<file path="config.mk">
export PLATFORM = sky130hd
export DESIGN_NAME = ptd_term_flat
export DESIGN_NICKNAME = d
export VERILOG_FILES = /design/src/design/ptd_pkg.sv /design/src/design/ptd_link_if.sv /design/src/design/ptd_term.sv /design/src/design/ptd_char_decode.sv /design/src/flat_wrapper.sv
export SDC_FILE = /design/constraint.sdc
export NUM_CORES = 1
export LEC_CHECK = 0
export ABC_AREA = 1
export BUFFER_PORTS_ARGS = -buffer_cell sky130_fd_sc_hd__buf_2
export CAP_MARGIN = 30
export CORE_ASPECT_RATIO = 2
export CORE_UTILIZATION = 55
export DETAILED_ROUTE_END_ITERATION = 6
export MAX_ROUTING_LAYER = met4
export PLACE_DENSITY = 0.78
export SYNTH_ARGS = -nofsm -noshare
export SYNTH_HDL_FRONTEND = slang
export SYNTH_SLANG_ARGS = --single-unit
</file>
<file path="constraint.sdc">
create_clock -name clk_i -period 2.8 [get_ports clk_i]
set_input_delay 0.14 -clock clk_i [delete_from_list [all_inputs] [get_ports clk_i]]
set_output_delay 0.14 -clock clk_i [all_outputs]
set_load 0.01 [all_outputs]
</file>
<file path="src/design/ptd_pkg.sv">
package ptd_pkg;
    localparam logic [7:0] PTD_TAG_TEMPLATE = 8'ha5;
    localparam logic [7:0] PTD_TAG_FIRST    = 8'h80;
    localparam logic [7:0] PTD_TAG_CHAR     = 8'h80;
    localparam logic [7:0] PTD_TAG_POWER    = 8'h81;
    localparam logic [7:0] PTD_TAG_MINCLK   = 8'h82;
    localparam logic [7:0] PTD_TAG_MAXSIZE  = 8'h86;
    localparam logic [7:0] PTD_TAG_SYSCMD   = 8'h87;
    localparam logic [7:0] PTD_TAG_ENV      = 8'h88;
    localparam logic [7:0] PTD_TAG_SECURE   = 8'h89;
    localparam logic [7:0] PTD_TAG_TSTATE   = 8'h8a;
    localparam logic [7:0] PTD_TAG_LAST     = 8'h8b;
    localparam logic [7:0] PTD_LEN_CHAR     = 8'h01;
    localparam logic [7:0] PTD_LEN_ONE      = 8'h01;
    localparam logic [1:0] PTD_PRIV_MARK    = 2'h3;
    localparam int         PTD_BIT_STOP_OK  = 0;
    localparam int         PTD_BIT_RSVD     = 1;
    localparam int         PTD_BIT_HIGH     = 2;
    localparam int         PTD_BIT_LOW      = 3;
    localparam int         PTD_BIT_VCLS     = 4;
    localparam logic [7:0] PTD_CHAR_RST     = 8'h00;
    localparam logic [7:0] PTD_BYTE_RST     = 8'h00;
    localparam int         PTD_MAX_OBJ      = 12;

    typedef enum logic [1:0] {
        PTD_FILE_ROOT,
        PTD_FILE_APP,
        PTD_FILE_DIR,
        PTD_FILE_ELEM
    } ptd_file_t;

    typedef enum logic [1:0] {
        PTD_PREF_NONE,
        PTD_PREF_HIGH,
        PTD_PREF_LOW,
        PTD_PREF_RSVD
    } ptd_pref_t;
endpackage : ptd_pkg

</file>
<file path="src/design/ptd_link_if.sv">
`timescale 1ns/1ps
interface ptd_link_if;
    logic [7:0] data;
    logic       valid;
    logic       last;
    modport card (
        output data,
        output valid,
        output last
    );
    modport term (
        input  data,
        input  valid,
        input  last
    );
endinterface : ptd_link_if

</file>
<file path="src/design/ptd_term.sv">
// Functional notes
// - Container: tag A5, length byte, sub-objects
// - Private tags, top two bits set, come last
// - Repeated tags must sit next to each other
// - Defined sub-object tags run from 80 to 8B
// - Root container always carries characteristics object
// - Power object only for application directories
// - System commands mandatory for root, optional directories
// - Environment object only for root, when supported
// - Secure transport and test objects root only
// - Repeated power and minimum clock objects accepted
// - Characteristics object: tag 80, length 01, byte
// - Bit one set: stop either level, preference
// - Bit one clear: stop only at flagged level
// - Bits one, three, four clear: never stop
// - Bits five to eight flag voltage classes
// - Bit two reserved, card drives it zero
`timescale 1ns/1ps
module ptd_term
    import ptd_pkg::*;
(
    input  wire logic       clk_i,
    input  wire logic       rst_b_i,
    ptd_link_if.term        link,
    output logic            done_o,
    output logic            err_o,
    output logic            char_seen_o,
    output logic            stop_any_o,
    output logic            stop_high_o,
    output logic            stop_low_o,
    output logic            stop_never_o,
    output ptd_pref_t       pref_o,
    output logic [3:0]      vcls_o,
    output logic [3:0]      power_cnt_o,
    output logic [3:0]      minclk_cnt_o,
    output logic [3:0]      priv_cnt_o
);
    // Sub-object lengths are short form only
    typedef enum {
        PTD_T_TAG,
        PTD_T_LEN,
        PTD_T_STAG,
        PTD_T_SLEN,
        PTD_T_SVAL,
        PTD_T_SKIP
    } ptd_tst_t;

    ptd_tst_t   state_ff;
    logic [7:0] left_ff;
    logic [7:0] sub_left_ff;
    logic [7:0] stag_ff;
    logic [7:0] prev_tag_ff;
    logic       priv_seen_ff;
    logic [7:0] char_ff;
    logic       done_ff;
    logic       err_ff;
    logic       char_seen_ff;
    logic [3:0] power_cnt_ff;
    logic [3:0] minclk_cnt_ff;
    logic [3:0] priv_cnt_ff;
    logic       is_priv;
    logic       bad_order;
    logic       stop_any;
    logic       stop_high;
    logic       stop_low;
    logic       stop_never;
    ptd_pref_t  pref;
    logic [3:0] vcls;

    assign is_priv   = (link.data[7:6] == PTD_PRIV_MARK);
    // Defined tags after a private one, a tag below the previous one, or a tag outside 80 to 8B
    assign bad_order = !is_priv && (priv_seen_ff ||
                       (link.data < prev_tag_ff) ||
                       (link.data > PTD_TAG_LAST) ||
                       (link.data < PTD_TAG_FIRST));

    always_ff @(posedge clk_i or negedge rst_b_i) begin
        if (!rst_b_i) begin
            state_ff      <= PTD_T_TAG;
            left_ff       <= PTD_BYTE_RST;
            sub_left_ff   <= PTD_BYTE_RST;
            stag_ff       <= PTD_BYTE_RST;
            prev_tag_ff   <= PTD_BYTE_RST;
            priv_seen_ff  <= 1'b0;
            char_ff       <= PTD_CHAR_RST;
            done_ff       <= 1'b0;
            err_ff        <= 1'b0;
            char_seen_ff  <= 1'b0;
            power_cnt_ff  <= 4'h0;
            minclk_cnt_ff <= 4'h0;
            priv_cnt_ff   <= 4'h0;
        end else begin
            done_ff <= 1'b0;
            if (link.valid) begin
                case (state_ff)
                    PTD_T_TAG: begin
                        err_ff        <= (link.data !=
                                          PTD_TAG_TEMPLATE);
                        char_seen_ff  <= 1'b0;
                        power_cnt_ff  <= 4'h0;
                        minclk_cnt_ff <= 4'h0;
                        priv_cnt_ff   <= 4'h0;
                        priv_seen_ff  <= 1'b0;
                        prev_tag_ff   <= PTD_TAG_FIRST;
                        state_ff      <= PTD_T_LEN;
                    end
                    PTD_T_LEN: begin
                        left_ff  <= link.data;
                        state_ff <= PTD_T_STAG;
                    end
                    PTD_T_STAG: begin
                        stag_ff  <= link.data;
                        left_ff  <= left_ff - 8'h01;
                        state_ff <= PTD_T_SLEN;
                        if (is_priv) begin
                            priv_seen_ff <= 1'b1;
                            priv_cnt_ff  <= priv_cnt_ff + 4'h1;
                        end else begin
                            prev_tag_ff <= link.data;
                        end
                        if (bad_order) begin
                            err_ff <= 1'b1;
                        end
                        if (link.data == PTD_TAG_POWER) begin
                            power_cnt_ff <= power_cnt_ff + 4'h1;
                        end
                        if (link.data == PTD_TAG_MINCLK) begin
                            minclk_cnt_ff <= minclk_cnt_ff + 4'h1;
                        end
                    end
                    PTD_T_SLEN: begin
                        sub_left_ff <= link.data;
                        left_ff     <= left_ff - 8'h01;
                        if ((link.data > (left_ff - 8'h01)) ||
                            ((stag_ff == PTD_TAG_CHAR) &&
                             (link.data != PTD_LEN_CHAR))) begin
                            err_ff <= 1'b1;
                        end
                        state_ff <= (link.data == 8'h00) ? PTD_T_STAG :
                                    (stag_ff == PTD_TAG_CHAR) ? PTD_T_SVAL
                                                              : PTD_T_SKIP;
                    end
                    PTD_T_SVAL: begin
                        char_ff      <= link.data;
                        char_seen_ff <= 1'b1;
                        left_ff      <= left_ff - 8'h01;
                        sub_left_ff  <= sub_left_ff - 8'h01;
                        state_ff     <= (sub_left_ff == 8'h01) ? PTD_T_STAG
                                                               : PTD_T_SKIP;
                    end
                    PTD_T_SKIP: begin
                        left_ff     <= left_ff - 8'h01;
                        sub_left_ff <= sub_left_ff - 8'h01;
                        if (sub_left_ff == 8'h01) begin
                            state_ff <= PTD_T_STAG;
                        end
                    end
                    default: state_ff <= PTD_T_TAG;
                endcase
                if (link.last) begin
                    done_ff  <= 1'b1;
                    state_ff <= PTD_T_TAG;
                    if (state_ff == PTD_T_TAG) begin
                        err_ff <= 1'b1;
                    end
                end
            end
        end
    end

    ptd_char_decode ptd_char_decode_inst (
        .char_i       (char_ff),
        .stop_any_o   (stop_any),
        .stop_high_o  (stop_high),
        .stop_low_o   (stop_low),
        .stop_never_o (stop_never),
        .pref_o       (pref),
        .vcls_o       (vcls)
    );

    logic       stop_any_ff;
    logic       stop_high_ff;
    logic       stop_low_ff;
    logic       stop_never_ff;
    ptd_pref_t  pref_ff;
    logic [3:0] vcls_ff;
    // Safe default until a valid byte arrives: never stop
    always_ff @(posedge clk_i or negedge rst_b_i) begin
        if (!rst_b_i) begin
            stop_any_ff   <= 1'b0;
            stop_high_ff  <= 1'b0;
            stop_low_ff   <= 1'b0;
            stop_never_ff <= 1'b1;
            pref_ff       <= PTD_PREF_NONE;
            vcls_ff       <= 4'h0;
        end else begin
            stop_any_ff   <= stop_any & char_seen_ff;
            stop_high_ff  <= stop_high & char_seen_ff;
            stop_low_ff   <= stop_low & char_seen_ff;
            stop_never_ff <= stop_never | ~char_seen_ff;
            pref_ff       <= pref;
            vcls_ff       <= vcls;
        end
    end

    assign done_o       = done_ff;
    assign err_o        = err_ff;
    assign char_seen_o  = char_seen_ff;
    assign stop_any_o   = stop_any_ff;
    assign stop_high_o  = stop_high_ff;
    assign stop_low_o   = stop_low_ff;
    assign stop_never_o = stop_never_ff;
    assign pref_o       = pref_ff;
    assign vcls_o       = vcls_ff;
    assign power_cnt_o  = power_cnt_ff;
    assign minclk_cnt_o = minclk_cnt_ff;
    assign priv_cnt_o   = priv_cnt_ff;
endmodule : ptd_term

</file>
<file path="src/design/ptd_char_decode.sv">
`timescale 1ns/1ps
module ptd_char_decode
    import ptd_pkg::*;
(
    input  wire logic [7:0] char_i,
    output logic            stop_any_o,
    output logic            stop_high_o,
    output logic            stop_low_o,
    output logic            stop_never_o,
    output ptd_pref_t       pref_o,
    output logic [3:0]      vcls_o
);
    always_comb begin
        stop_any_o   = char_i[PTD_BIT_STOP_OK];
        pref_o       = ptd_pref_t'({char_i[PTD_BIT_LOW],
                                    char_i[PTD_BIT_HIGH]});
        // Reserved 11 with b1 clear grants neither level
        stop_high_o  = char_i[PTD_BIT_STOP_OK] |
                       (char_i[PTD_BIT_HIGH] &
                        ~char_i[PTD_BIT_LOW]);
        stop_low_o   = char_i[PTD_BIT_STOP_OK] |
                       (char_i[PTD_BIT_LOW] &
                        ~char_i[PTD_BIT_HIGH]);
        stop_never_o = ~char_i[PTD_BIT_STOP_OK] &
                       ~char_i[PTD_BIT_HIGH] &
                       ~char_i[PTD_BIT_LOW];
        vcls_o       = char_i[7:PTD_BIT_VCLS];
    end
endmodule : ptd_char_decode

</file>
<file path="src/flat_wrapper.sv">
// flat-port wrapper written by rule: the top's interface ports become plain ports
module ptd_term_flat import ptd_pkg::*;
  (clk_i, rst_b_i, done_o, err_o, char_seen_o, stop_any_o, stop_high_o, stop_low_o, stop_never_o, pref_o, vcls_o, power_cnt_o, minclk_cnt_o, priv_cnt_o, link_data, link_valid, link_last);
  ptd_link_if link_i ();
  input  wire logic clk_i;
  input  wire logic rst_b_i;
  output logic done_o;
  output logic err_o;
  output logic char_seen_o;
  output logic stop_any_o;
  output logic stop_high_o;
  output logic stop_low_o;
  output logic stop_never_o;
  output ptd_pref_t pref_o;
  output logic [3:0] vcls_o;
  output logic [3:0] power_cnt_o;
  output logic [3:0] minclk_cnt_o;
  output logic [3:0] priv_cnt_o;
  input wire logic [$bits(link_i.data)-1:0] link_data;
  input wire logic [$bits(link_i.valid)-1:0] link_valid;
  input wire logic [$bits(link_i.last)-1:0] link_last;
  assign link_i.data = link_data;
  assign link_i.valid = link_valid;
  assign link_i.last = link_last;
  ptd_term u_core (.clk_i(clk_i), .rst_b_i(rst_b_i), .link(link_i), .done_o(done_o), .err_o(err_o), .char_seen_o(char_seen_o), .stop_any_o(stop_any_o), .stop_high_o(stop_high_o), .stop_low_o(stop_low_o), .stop_never_o(stop_never_o), .pref_o(pref_o), .vcls_o(vcls_o), .power_cnt_o(power_cnt_o), .minclk_cnt_o(minclk_cnt_o), .priv_cnt_o(priv_cnt_o));
endmodule
</file>
==> results_dict.tcl <==
set metrics [dict create \
    ys_types 35 \
    dpl_cell_area_mm2 0.00395 \
    required_ps 3020 \
    wl_per_cell_um 15.1 \
    tightest_slew_ps 566 \
    antenna_cells 0 \
    path_class "reg2reg" \
    max_cap_violations 0 \
    worstSetupPathDepth 15 \
    synth-xor-area-share 0.0261 \
    layout_commonest_cell "nand2_1" \
    htreeDepth 3 \
    layout_min_cycle_time_ps 2210 \
    startpoint "u_core.left_ff[2]$_DFFE_PN0P_" \
    reg2reg_to "u_core.err_o$_DFFE_PN0P_" \
    die_h_um 118 \
    grt_max_degree 43 \
    hold_class "in2reg" \
    synth-seq-cells 68 \
    drc_errors 0 \
    max_stage_delay_ps 430 \
    postLayoutCellArea_mm2 0.00429 \
    ir_drop_uv 648 \
    arrival_ps 2430 \
    synth.avg_cell_area_um2 8.40 \
    yosysSeqAreaShare 0.462 \
    hold_viol_final 0 \
    crit_chain "nor2_1 -> nand3_1 -> nor3_1 -> xor2_1 -> inv_1 -> ha_1 -> nand2_1 -> nor2_1 -> nand4_1 -> nand2_1 -> nand2_1 -> nand2_1 -> nand3_1 -> nand2_1 -> nand2_1" \
    crit_path_end "u_core.err_o$_DFFE_PN0P_" \
    reg2reg_depth 15 \
    p_leak_nw 2.17 \
    drive_gt1_frac 0.161 \
    synth-simple-area-share 0.200 \
    ioPinCount 37 \
    post_synth_fa_ha_maj_area_fraction 0.0713 \
    worstSetupEndpointType "register" \
    antenna_found_initial 0 \
    ant_nets 0 \
    yosys.area.top_type_share 0.455 \
    vias 3180 \
    cts_made_buffers 9 \
    finalSetupViolations 0 \
    clk_latency_ps 330 \
    via_per_inst 5.52 \
    start_kind "register" \
    rsz0062_at_grt "no" \
    dr.pass1.iters 5 \
    cts_tree "yes" \
    syn_nets 472 \
    ys_warn_count 0 \
    setup-tns-final_ps 0 \
    final_cell_mix "nand2_1, dfrtp_1, inv_1" \
    gp_congestion 0.948 \
    clkTransAtPathRegs_ps 50 \
    cts.root.buffer_cell "clkbuf_16" \
    port_buffers 36 \
    cp_max_fo 4 \
    rows 41 \
    die-width_um 59.9 \
    nFillCells 540 \
    grt_pass1_wl_um 14600 \
    drtIter0Drc 180 \
    dp_hpwl_um 6430 \
    crit_path_top_delay_cell "dfrtp_1" \
    status "completed" \
    p_per_area_mw_per_mm2 935 \
    clockBufferDepth 2 \
    cts_setup_buffers 0 \
    synth_area_leader_cell "dfrtp_1" \
    grt_use_total 0.285 \
    rr_startpoint "u_core.left_ff[2]$_DFFE_PN0P_" \
    synth_mux_area_frac 0 \
    critPathTopFamily "simple AND/OR/NAND/NOR gates" \
    r2r_setup_slack_ps 590 \
    synth_compound_area_frac 0.159 \
    routed_wl_um 8710 \
    synth_top_family_by_area "simple AND/OR/NAND/NOR gates" \
    maxSlewViolCount 0 \
    grt_pass1_vias 3184 \
    die_area_mm2 0.00705 \
    synthCells 439 \
    grt-ovfl-total 0 \
    cts_sinks 68 \
    crit_path_frequent_cell "nand2_1" \
    syn_to_final_growth_pct 16.3 \
    hold_buffers 1 \
    initial_core_util 0.575 \
    period_share 0.788 \
    cts-resized-gates 0 \
    nNetsFinal 518 \
    max_slew_margin 0.622 \
    clock_skew_ps 3.22 \
    core_area_mm2 0.00641 \
    clock.fmax_mhz 453 \
    crit_buf_inv 1 \
    netlist_area_mm2 0.00369 \
    netlist_top_cells_area "dfrtp_1, nand2_1, ha_1" \
]
## sequential cells by signal, indices dropped and copies added, names as in the netlist
signal / flops
u_core.stop_never_o: 1
u_core.minclk_cnt_o: 4
u_core.stop_any_o: 1
u_core.sub_left_ff: 8
u_core.err_o: 1
u_core.state_ff: 3
u_core.vcls_o: 4
u_core.stop_high_o: 1
u_core.char_ff: 7
u_core.char_seen_o: 1
u_core.done_o: 1
u_core.priv_seen_ff: 1
u_core.priv_cnt_o: 4
u_core.stag_ff: 8
u_core.stop_low_o: 1
u_core.left_ff: 8
u_core.power_cnt_o: 4
u_core.pref_o: 2
u_core.prev_tag_ff: 8
## stage by stage
step	hold slack (ps)	instances	total power, mW	utilization	setup slack (ps)
floorplan	-156	439	2.45	-	822
global route	95.0	576	4.31	0.668	255
finish	64.5	576	4.01	0.668	594
detailed placement	339	558	2.86	0.616	628
global placement	324	558	2.81	0.616	728
CTS	65.6	575	4.02	0.665	597
## power breakdown
group	switching (mW)	total (mW)	internal, mW
Clock	0.407	1.14	0.734
Sequential	0.184	1.48	1.30
Combinational	0.886	1.39	0.501
Total	1.48	4.01	2.53
## worst min-delay path, stage by stage
cell     delay, ps
buf_2          130
nand2_1         60
inv_1           30
## how the worst min path moves through the flow
stage               from  cells after the start                       endpoint
2_1_floorplan    rst_b_i                      0  u_core.char_ff[0]$_DFFE_PN0P_
3_3_place_gp     rst_b_i                      1    u_core.stop_low_o$_DFF_PN0_
3_5_place_dp     rst_b_i                      1    u_core.stop_any_o$_DFF_PN0_
4_1_cts        link_last                      3        u_core.done_o$_DFF_PN0_
5_1_grt        link_last                      3        u_core.done_o$_DFF_PN0_
6_report       link_last                      3        u_core.done_o$_DFF_PN0_
## cell families after synthesis
logic type / Yosys count
AND/OR/NAND/NOR: 163
buffers and inverters: 74
AO/OA/AOI/OAI: 102
flip-flops: 68
adder cells (fa/ha/maj): 21
XOR/XNOR: 11
## per-layer routing
layer	global-route usage	up-vias	part of all wire
met2	0.474	95	0.54
li1	-	1541	-
met5	-	-	0
met3	0.0429	37	0.037
met1	0.303	1507	0.37
met4	0.174	0	0.049
## final cells by class
type	instances	area [µm²]	share of cell area
sequential	68	1700	0.397
multi-input combinational	297	1680	0.392
inverter	68	259	0.0604
clock buffer	12	256	0.0599
timing repair buffer	41	233	0.0543
tap	86	108	0.0251
clock inverter	4	47.5	0.0111
## Yosys cell counts (all sizes together)
master / instances
nand2: 91
o211ai: 7
inv: 67
o21ai: 52
and3: 3
o21a: 4
dfrtp: 67
ha: 21
o31ai: 2
a31oi: 3
nor2: 37
buf: 5
o22ai: 11
a22o: 1
nor3: 9
nand3b: 1
a21oi: 22
xnor2: 2
xor2: 9
nand4: 5
dfstp: 1
nand3: 17
clkbuf: 1
clkinv: 1
Power figures use the tool's default switching activity.
